===== src/core/escr_pkg.sv =====
// Package with register map, field layout and constants of the exception state and reset control block
package escr_pkg;
    // Register byte offsets on the Avalon-MM slave
    localparam logic [3:0]  OFS_INT_CTRL_STATE  = 4'h0;
    localparam logic [3:0]  OFS_APP_RESET_CTRL  = 4'h4;
    localparam logic [3:0]  OFS_EXC_SOURCE      = 4'h8;
    localparam logic [3:0]  OFS_EXC_ENABLE      = 4'hC;

    // Interrupt control/state field positions
    localparam int          BIT_TICK_SET_PEND   = 26;
    localparam int          BIT_TICK_CLR_PEND   = 25;
    localparam int          BIT_ANY_PEND        = 22;
    localparam int          POS_HIGH_PEND       = 12;
    localparam int          POS_ACTIVE          = 0;

    // Reset control field positions and key
    localparam int          POS_KEY             = 16;
    localparam logic [15:0] WRITE_KEY           = 16'h05FA;
    localparam int          BIT_BYTE_ORDER      = 15;
    localparam int          BIT_SYS_RESET_REQ   = 2;

    // Exception numbering
    localparam int          EXC_W               = 6;
    localparam int          NUM_IRQ             = 32;
    localparam logic [5:0]  EXC_NONE            = 6'h00;
    localparam logic [5:0]  EXC_TICK            = 6'h0F;
    localparam logic [5:0]  EXC_IRQ_BASE        = 6'h10;

    // Reset request pulse length, in cycles
    localparam int          RESET_PULSE_CYCLES  = 4;

    // Bus slave states
    typedef enum logic [2:0] {
        ESCR_IDLE   = 3'b001,
        ESCR_ACCESS = 3'b010,
        ESCR_DONE   = 3'b100
    } escr_bus_state_e;
endpackage


===== src/core/escr_exc_if.sv =====
// Interface carrying exception state between the top and the priority picker
`timescale 1ns/1ps
interface escr_exc_if #(
    parameter int NIRQ = 32
);
    logic [NIRQ-1:0] irq_pending;
    logic [NIRQ-1:0] irq_enable;
    logic            tick_pending;
    logic            tick_enable;
    logic [5:0]      highest_pending_exception;
    logic            any_interrupt_pending;

    modport top (
        output irq_pending,
        output irq_enable,
        output tick_pending,
        output tick_enable,
        input  highest_pending_exception,
        input  any_interrupt_pending
    );
    modport picker (
        input  irq_pending,
        input  irq_enable,
        input  tick_pending,
        input  tick_enable,
        output highest_pending_exception,
        output any_interrupt_pending
    );
endinterface


===== src/core/escr_top.sv =====
// Top of the exception state and reset control block with Avalon-MM slave
`timescale 1ns/1ps
// How it works
// - Writing one clears pending tick exception
// - Tick clear bit write-only, reads zero
// - Bit 22 flags any pending interrupt
// - Field reports highest pending enabled exception
// - Field reports active exception, zero thread
// - Interrupt exception number is index plus sixteen
// - Reset control writes need key 0x05FA
// - Bit 15 reports implemented byte order
// - Keyed bit 2 requests system reset
// - No non-maskable interrupt source exists
// - Writing one sets tick pending, reads state
module escr_top #(
    parameter int   NIRQ           = 32,
    parameter logic BIG_ENDIAN     = 1'b0
) (
    input  wire logic            clk,
    input  wire logic            resetn,
    input  wire logic [3:0]      avs_address,
    input  wire logic            avs_read,
    input  wire logic            avs_write,
    input  wire logic [31:0]     avs_writedata,
    input  wire logic [3:0]      avs_byteenable,
    output logic      [31:0]     avs_readdata,
    output logic                 avs_waitrequest,
    input  wire logic            tick_event,
    input  wire logic [NIRQ-1:0] irq_lines,
    input  wire logic [5:0]      active_exception_number,
    output logic                 system_reset_request,
    output logic                 tick_pending_out
);
    escr_exc_if #(.NIRQ(NIRQ)) exc ();

    escr_pick #(.NIRQ(NIRQ)) u_pick (
        .exc (exc)
    );

    escr_pkg::escr_bus_state_e state_reg;
    logic [31:0]               readdata_reg;
    logic                      tick_pending_reg;
    logic                      tick_enable_reg;
    logic [NIRQ-1:0]           irq_enable_reg;
    logic [NIRQ-1:0]           irq_sync1_reg;
    logic [NIRQ-1:0]           irq_sync2_reg;
    logic                      tick_sync1_reg;
    logic                      tick_sync2_reg;
    logic                      tick_prev_reg;
    logic [5:0]                active_sync1_reg;
    logic [5:0]                active_sync2_reg;
    logic [2:0]                reset_cnt_reg;
    logic                      reset_req_reg;
    logic                      wr_go;
    logic                      rd_go;
    logic                      full_word;
    logic                      key_ok;
    logic                      tick_rise;

    // Write strobe for one register offset; shared by every writable field
    function automatic logic wr_hit(input logic go, input logic [3:0] adr, input logic [3:0] ofs);
        return go && (adr == ofs);
    endfunction

    // Pin inputs pass two flops before use
    always_ff @(posedge clk or negedge resetn) begin
        if (!resetn) begin
            irq_sync1_reg    <= '0;
            irq_sync2_reg    <= '0;
            tick_sync1_reg   <= 1'b0;
            tick_sync2_reg   <= 1'b0;
            tick_prev_reg    <= 1'b0;
            active_sync1_reg <= escr_pkg::EXC_NONE;
            active_sync2_reg <= escr_pkg::EXC_NONE;
        end else begin
            irq_sync1_reg    <= irq_lines;
            irq_sync2_reg    <= irq_sync1_reg;
            tick_sync1_reg   <= tick_event;
            tick_sync2_reg   <= tick_sync1_reg;
            tick_prev_reg    <= tick_sync2_reg;
            active_sync1_reg <= active_exception_number;
            active_sync2_reg <= active_sync1_reg;
        end
    end

    // Decoded strobes; partial-word writes are ignored, registers are word wide
    assign full_word = (avs_byteenable == 4'hF);
    assign wr_go     = (state_reg == escr_pkg::ESCR_ACCESS) && avs_write && full_word;
    assign rd_go     = (state_reg == escr_pkg::ESCR_ACCESS) && avs_read;
    assign key_ok    = (avs_writedata[escr_pkg::POS_KEY +: 16] == escr_pkg::WRITE_KEY);
    assign tick_rise = tick_sync2_reg && !tick_prev_reg;

    // Picker inputs; no non-maskable source is ever fed in
    assign exc.irq_pending  = irq_sync2_reg;
    assign exc.irq_enable   = irq_enable_reg;
    assign exc.tick_pending = tick_pending_reg;
    assign exc.tick_enable  = tick_enable_reg;

    // Bus handshake: accept, then answer one cycle later with waitrequest low
    always_ff @(posedge clk or negedge resetn) begin
        if (!resetn) begin
            state_reg <= escr_pkg::ESCR_IDLE;
        end else begin
            case (state_reg)
                escr_pkg::ESCR_IDLE: begin
                    if (avs_read || avs_write) begin
                        state_reg <= escr_pkg::ESCR_ACCESS;
                    end
                end
                escr_pkg::ESCR_ACCESS: begin
                    state_reg <= escr_pkg::ESCR_DONE;
                end
                escr_pkg::ESCR_DONE: begin
                    state_reg <= escr_pkg::ESCR_IDLE;
                end
                default: begin
                    state_reg <= escr_pkg::ESCR_IDLE;
                end
            endcase
        end
    end

    // Waitrequest high except in the answer cycle
    always_ff @(posedge clk or negedge resetn) begin
        if (!resetn) begin
            avs_waitrequest <= 1'b1;
        end else begin
            avs_waitrequest <= !(state_reg == escr_pkg::ESCR_ACCESS);
        end
    end

    // Tick pending: hardware set beats software clear, and set beats clear in one write
    always_ff @(posedge clk or negedge resetn) begin
        if (!resetn) begin
            tick_pending_reg <= 1'b0;
        end else if (tick_rise) begin
            tick_pending_reg <= 1'b1;
        end else if (wr_hit(wr_go, avs_address, escr_pkg::OFS_INT_CTRL_STATE)) begin
            if (avs_writedata[escr_pkg::BIT_TICK_SET_PEND]) begin
                tick_pending_reg <= 1'b1;
            end else if (avs_writedata[escr_pkg::BIT_TICK_CLR_PEND]) begin
                tick_pending_reg <= 1'b0;
            end
        end
    end

    // Enables for the picker; kept at the two spare offsets, reset to all off
    always_ff @(posedge clk or negedge resetn) begin
        if (!resetn) begin
            irq_enable_reg  <= '0;
            tick_enable_reg <= 1'b0;
        end else if (wr_hit(wr_go, avs_address, escr_pkg::OFS_EXC_ENABLE)) begin
            irq_enable_reg  <= avs_writedata[NIRQ-1:0];
        end else if (wr_hit(wr_go, avs_address, escr_pkg::OFS_EXC_SOURCE)) begin
            tick_enable_reg <= avs_writedata[0];
        end
    end

    // Keyed reset request, stretched so the reset controller sees it
    always_ff @(posedge clk or negedge resetn) begin
        if (!resetn) begin
            reset_cnt_reg <= '0;
            reset_req_reg <= 1'b0;
        end else if (wr_hit(wr_go, avs_address, escr_pkg::OFS_APP_RESET_CTRL) && key_ok
                     && avs_writedata[escr_pkg::BIT_SYS_RESET_REQ]) begin
            reset_cnt_reg <= 3'(escr_pkg::RESET_PULSE_CYCLES);
            reset_req_reg <= 1'b1;
        end else if (reset_cnt_reg != '0) begin
            reset_cnt_reg <= reset_cnt_reg - 3'd1;
            reset_req_reg <= (reset_cnt_reg != 3'd1);
        end else begin
            reset_req_reg <= 1'b0;
        end
    end

    // Outputs from flops
    always_ff @(posedge clk or negedge resetn) begin
        if (!resetn) begin
            system_reset_request <= 1'b0;
            tick_pending_out     <= 1'b0;
        end else begin
            system_reset_request <= reset_req_reg;
            tick_pending_out     <= tick_pending_reg;
        end
    end

    // Read mux; reserved, key and write-only bits read zero
    always_ff @(posedge clk or negedge resetn) begin
        if (!resetn) begin
            readdata_reg <= '0;
        end else if (rd_go) begin
            readdata_reg <= '0;
            case (avs_address)
                escr_pkg::OFS_INT_CTRL_STATE: begin
                    readdata_reg[escr_pkg::BIT_TICK_SET_PEND] <= tick_pending_reg;
                    readdata_reg[escr_pkg::BIT_TICK_CLR_PEND] <= 1'b0;
                    readdata_reg[escr_pkg::BIT_ANY_PEND]      <= exc.any_interrupt_pending;
                    readdata_reg[escr_pkg::POS_HIGH_PEND +: escr_pkg::EXC_W] <=
                        exc.highest_pending_exception;
                    readdata_reg[escr_pkg::POS_ACTIVE +: escr_pkg::EXC_W] <=
                        active_sync2_reg;
                end
                escr_pkg::OFS_APP_RESET_CTRL: begin
                    readdata_reg[escr_pkg::BIT_BYTE_ORDER] <= BIG_ENDIAN;
                end
                escr_pkg::OFS_EXC_SOURCE: begin
                    readdata_reg[0] <= tick_enable_reg;
                end
                escr_pkg::OFS_EXC_ENABLE: begin
                    readdata_reg[NIRQ-1:0] <= irq_enable_reg;
                end
                default: begin
                    readdata_reg <= '0;
                end
            endcase
        end
    end

    assign avs_readdata = readdata_reg;
endmodule


===== src/core/escr_pick.sv =====
// Combinational picker of the highest-priority pending enabled exception
`timescale 1ns/1ps
module escr_pick #(
    parameter int NIRQ = 32
) (
    escr_exc_if.picker exc
);
    // Lowest exception number wins; equal priority levels assumed
    always_comb begin
        exc.highest_pending_exception = escr_pkg::EXC_NONE;
        exc.any_interrupt_pending     = |exc.irq_pending;
        for (int i = NIRQ - 1; i >= 0; i--) begin
            if (exc.irq_pending[i] && exc.irq_enable[i]) begin
                exc.highest_pending_exception = escr_pkg::EXC_IRQ_BASE + 6'(i);
            end
        end
        if (exc.tick_pending && exc.tick_enable) begin
            exc.highest_pending_exception = escr_pkg::EXC_TICK;
        end
    end
endmodule


===== config.mk =====
export PLATFORM = sky130hd
export DESIGN_NAME = escr_top
export DESIGN_NICKNAME = d
export VERILOG_FILES = /design/src/core/escr_pkg.sv /design/src/core/escr_exc_if.sv /design/src/core/escr_top.sv /design/src/core/escr_pick.sv
export SDC_FILE = /design/constraint.sdc
export NUM_CORES = 1
export LEC_CHECK = 0
export ABC_CLOCK_PERIOD_IN_PS = 1600
export BUFFER_PORTS_ARGS = -buffer_cell sky130_fd_sc_hd__buf_2
export CAP_MARGIN = 30
export CORE_UTILIZATION = 49
export DETAILED_ROUTE_END_ITERATION = 8
export PLACE_DENSITY = 0.76
export SKIP_CTS_REPAIR_TIMING = 1
export SLEW_MARGIN = 5
export SYNTH_ARGS = -nofsm -noshare
export SYNTH_HDL_FRONTEND = slang
export SYNTH_SLANG_ARGS = --single-unit

===== constraint.sdc =====
create_clock -name clk -period 1.6 [get_ports clk]
set_input_delay 0.08 -clock clk [delete_from_list [all_inputs] [get_ports clk]]
set_output_delay 0.08 -clock clk [all_outputs]
set_load 0.01 [all_outputs]

### Word-level counts from Yosys, hierarchy flattened

Cells that the tools add are included.

* reductions and logical operators: 54
* equal/unequal tests: 9
* add/sub/neg operators: 1
* bitwise operators: 1
* multiplexer cells: 54

Operators with widths (number)
* 6-bit 2-to-1 mux: 34
* 1-bit logical AND: 43
* 32-bit OR reduction: 1
* 16-bit by 11-bit equality test with 1-bit output, second input constant: 1
* 4-bit equality test, second input constant: 3
* 3-bit one-hot mux with 2 select lines: 2
* 5-bit one-hot mux with 2 select lines: 1
* 3-bit 2-to-1 mux: 3
* 2-bit one-hot mux with 2 select lines: 2
* 1-bit 2-to-1 mux: 6
* 3-bit nonzero test: 2
* 5-bit 2-to-1 mux: 1
* 4-bit by 3-bit equality test with 1-bit output, second input constant: 1
* 4-bit logical NOT: 1
* 4-bit 2-to-1 mux: 1
* 1-bit one-hot mux with 2 select lines: 2
* 2-bit AND reduction: 2
* 2-bit nonzero test: 2
* 3-bit by 1-bit equality test with 1-bit output, second input constant: 1
* 3-bit by 2-bit equality test with 1-bit output, second input constant: 1
* 3-bit by 1-bit != test with 1-bit output, second input constant: 1
* 1-bit one-hot mux with 3 select lines: 1
* 3-bit by 1-bit subtractor with 3-bit output, second input constant: 1
* 1-bit logical NOT: 2
* other kinds (4): 4

* register bits: 155
* input bits: 83

### Depth between registers and ports, before layout

* depth after elaboration: 35
* depth in mapped cells: 7
* depth with buffers taken out: 6

### Modules after synthesis

From an unflattened synthesis, not the netlist that was laid out.

* cells, all modules: 445
* area total of the unflattened synthesis: 5776.8 sq um

Modules (own cells, without submodules)
* escr_top: instances 1, cells an instance 343, area an instance 5122.4 sq um
* escr_pick: instances 1, cells an instance 102, area an instance 654.4 sq um

### Least setup slack after synthesis

OpenSTA, ideal clock, no wires.

* path kind: register to register
* from: register state_reg[2]
* to: register irq_enable_reg[10] (netlist: exc.irq_enable[10])
* library setup time: 0.125 ns
* setup slack: -0.042 ns
* data required time: 1.475 ns
* data arrival time: 1.517 ns
* stages on the path, launching flop included: 7
* cell sequence: dfrtp_1 > nor3b_4 > inv_2 > nor3_4 > nand2_4 > clkbuf_8 > mux2_2

* longest elaborated chain between the ends: 4

Ends and longest elaborated chain
* start: declaration: RTL line escr_top.sv:40 `escr_pkg::escr_bus_state_e state_reg;`
* start signal: assignment: RTL line escr_top.sv:102 `state_reg <= escr_pkg::ESCR_IDLE;`
* start signal: assignment: RTL line escr_top.sv:107 `state_reg <= escr_pkg::ESCR_ACCESS;`
* start signal: assignment: RTL line escr_top.sv:111 `state_reg <= escr_pkg::ESCR_DONE;`
* 3-bit by 2-bit equality test with 1-bit output: RTL line escr_top.sv:88 `assign wr_go = (state_reg == escr_pkg::ESCR_ACCESS) && avs_write && full_word;`
* 1-bit logical AND (2 in a row): RTL line escr_top.sv:88
* 1-bit logical AND: RTL line escr_top.sv:62 `return go && (adr == ofs);`
* end signal: assignment: RTL line escr_top.sv:153 `irq_enable_reg <= avs_writedata[NIRQ-1:0];`
* end: declaration: RTL line escr_top.sv:44 `logic [NIRQ-1:0] irq_enable_reg;`

Every way passes these cells.
A chain may end at the register's enable or synchronous reset.

### Worst setup path after layout

Ends and elaborated chain as after synthesis.

==> impl_metrics.json <==
{
  "clk_latency_ps": 420,
  "final.setup.worst_slack_ps": -101,
  "fin_hold_ws_ps": 63.2,
  "core_area_um2": 11000,
  "synthCells": 408,
  "die-height_um": 109,
  "numCtsBuffers": 17,
  "root_buffer": "clkbuf_16",
  "endpoint_kind": "flip-flop",
  "antenna_found_initial": 0,
  "grt_pass1_wl_um": 20900,
  "cap_violations": 0,
  "num-fill-cells": 709,
  "status": "finished, violations left",
  "finalCriticalPeriod_ps": 1700,
  "violations": "setup timing",
  "die_area_um2": 12000,
  "p_per_area_nw_per_um2": 1170,
  "yosysWarningCount": 0,
  "gp_congestion": 0.896,
  "cts_htree_levels": 4,
  "ff_latch_area_um2": 3880,
  "met3WireLength_um": 1030,
  "multi_input_area_um2": 1800,
  "ant_nets": 0,
  "wl_um": 15300,
  "wl_met1_um": 5930,
  "clkTransAtPathRegs_ps": 60,
  "numClockSinks": 155,
  "areaGrowthSynthToFinish_pct": 45.1,
  "setup_viol": 35,
  "io_buffers": 117,
  "synth_async_sr_flop_share_pct": 100,
  "synth-edff-count": 0,
  "wl_met2_um": 7840,
  "syn_avg_cell_area_um2": 13.8,
  "rrSetupSlack_ps": -100,
  "antenna_cells": 0,
  "drc": 0,
  "syn_nets": 494,
  "leakage_nw": 4.01,
  "grtUsageTotal_pct": 24.2,
  "cts_tree": "yes",
  "wl_per_cell_um": 19.1,
  "fmax_ghz": 0.588,
  "finalClockSkew_ps": 6.81,
  "die_x_um": 109,
  "drt_iter0_markers": 331,
  "period_share_pct": 106,
  "relSlewSlack_pct": 66.4,
  "syn_area_um2": 5640,
  "irDropWorstVdd_mv": 1.09,
  "grt_max_degree": 53,
  "nets": 736,
  "yosys_register_bits": 155,
  "routed_via_density": 5.56,
  "rows": 38,
  "worstHoldPathType": "in -> reg",
  "critPathRequiredTime_ps": 1890,
  "cts.path.max_buffers": 2,
  "synth-seq-area-share_pct": 68.8,
  "synth_cell_types": 49,
  "hpwl_um": 9560,
  "tightest_slew_ps": 496,
  "drv_slew": 0,
  "gr-total-overflow": 0,
  "start_kind": "flip-flop",
  "firstDrtPassIters": 6,
  "critPathMaxFanout": 32,
  "dr.max_layer_used": "met4",
  "p_total_mw": 9.58,
  "rsz0062_at_grt": "true",
  "vias": 4457,
  "finalHoldViolations": 0,
  "pin_count": 118,
  "arrival_ps": 2000,
  "start_util_pct": 51.2,
  "grt_pass1_vias": 4073,
  "drive_gt1_share_pct": 37.8,
  "ys.flop_type": "dfrtp_1",
  "critPathKind": "reg -> reg"
}
cells by family (layout without fill, tap and decap cells):
group / after synthesis / count (layout) / share of synthesized area [%]
AOI/OAI and AO/OA: 95 / 95 / 12.5
xor gates and xnor gates: 1 / 1 / 0.155
muxes: 34 / 34 / 6.76
buffers and inverters: 17 / 270 / 1.66
DFF: 155 / 155 / 68.8
adders and majority gates: 3 / 3 / 0.665
and+or+nand+nor: 103 / 103 / 9.47
path summary, 6_finish.rpt:
kind | from | cells after the start | endpoint
hold / removal | avs_address[0] | 4 | avs_readdata[0]$_DFFE_PN0P_
max in group asynchronous | resetn | 3 | avs_readdata[9]$_DFFE_PN0P_
setup reg to reg | state_reg[2]$_DFFE_PN0P_ | 6 | exc.irq_enable[10]$_DFFE_PN0P_
hold reg to reg | active_sync1_reg[0]$_DFF_PN0_ | 0 | active_sync2_reg[0]$_DFF_PN0_
setup / recovery | state_reg[2]$_DFFE_PN0P_ | 6 | exc.irq_enable[10]$_DFFE_PN0P_
min in group asynchronous | resetn | 2 | exc.irq_enable[31]$_DFFE_PN0P_
cell type report:
type	instances	share of cell area [%]
timing repair buffer	235	21.0
multi-input combinational	236	22.0
clock inverter	9	1.70
inverter	5	0.229
sequential	155	47.4
clock buffer	21	5.62
tap	140	2.14
power breakdown:
group          internal, mW  total (mW)  switching, mW
logic                 0.548        1.11          0.558
clock network          2.53        4.05           1.52
registers              4.22        4.42          0.198
total                  7.30        9.58           2.28
synth_stat cells (all sizes together) (2+ instances only):
master  number  area [µm²]
inv          5        18.8
dfrtp      153        3830
buf          6        42.5
nor2        29         109
o21ai       14        70.1
nor2b        4        25.0
nand4b       3        26.3
a22o        27         236
nand2       35         141
nand3        3        15.0
or3          2        12.5
ha           3        37.5
nor4b        2        17.5
dfstp        2        52.6
nor4        12        81.3
a21oi       15        75.1
a32o         2        20.0
and2         3        20.0
a32oi        6        52.6
nand4        5        31.3
mux2        33         372
a22oi       12        90.1
clkbuf       6        32.5
a221oi       8        70.1
cells in the final DEF, fill, tap and decap left out, types with 4 or more instances in the layout:
cell	instances
mux2_2	33
clkbuf_16	17
dfrtp_1	153
a32oi_1	6
a21oi_1	12
a22o_1	25
a221oi_1	7
a22oi_2	6
a22oi_1	6
nor2b_1	4
buf_4	38
nor4_1	6
nor2_1	29
nand4_1	5
nand2_1	32
o21ai_0	6
buf_2	116
inv_1	4
o21ai_1	8
dlygate4sd3_1	74
layer usage:
| layer | global-route usage [%] | vias up |
|---|---|---|
| met2 | 39.1 | 212 |
| li1 | - | 1999 |
| met5 | 0 | - |
| met1 | 29.9 | 2201 |
| met3 | 8.00 | 45 |
| met4 | 10.4 | 0 |
worst max-delay path, cell delays in order, from the launching register on:
cell,delay [ps]
dfrtp_1,410
nor3b_4,230
inv_2,80
nor3_4,270
nand2_4,80
buf_12,190
mux2_2,300
metrics by stage:
stage                     std cells  util [%]  TNS (ps)  worst slack [ps]  cell area, µm²
final                           801      74.2     -2430              -101            8190
after global placement          693      60.6      -104             -28.5            6680
after CTS                       723      66.0     -1890              -122            7280
after global routing            801      74.2     -3810              -129            8190
after detailed placement        693      60.6     -1090              -113            6680
after floorplan                 408         -         0              25.3            5640
Note: power is estimated with default switching activity, not from simulation.
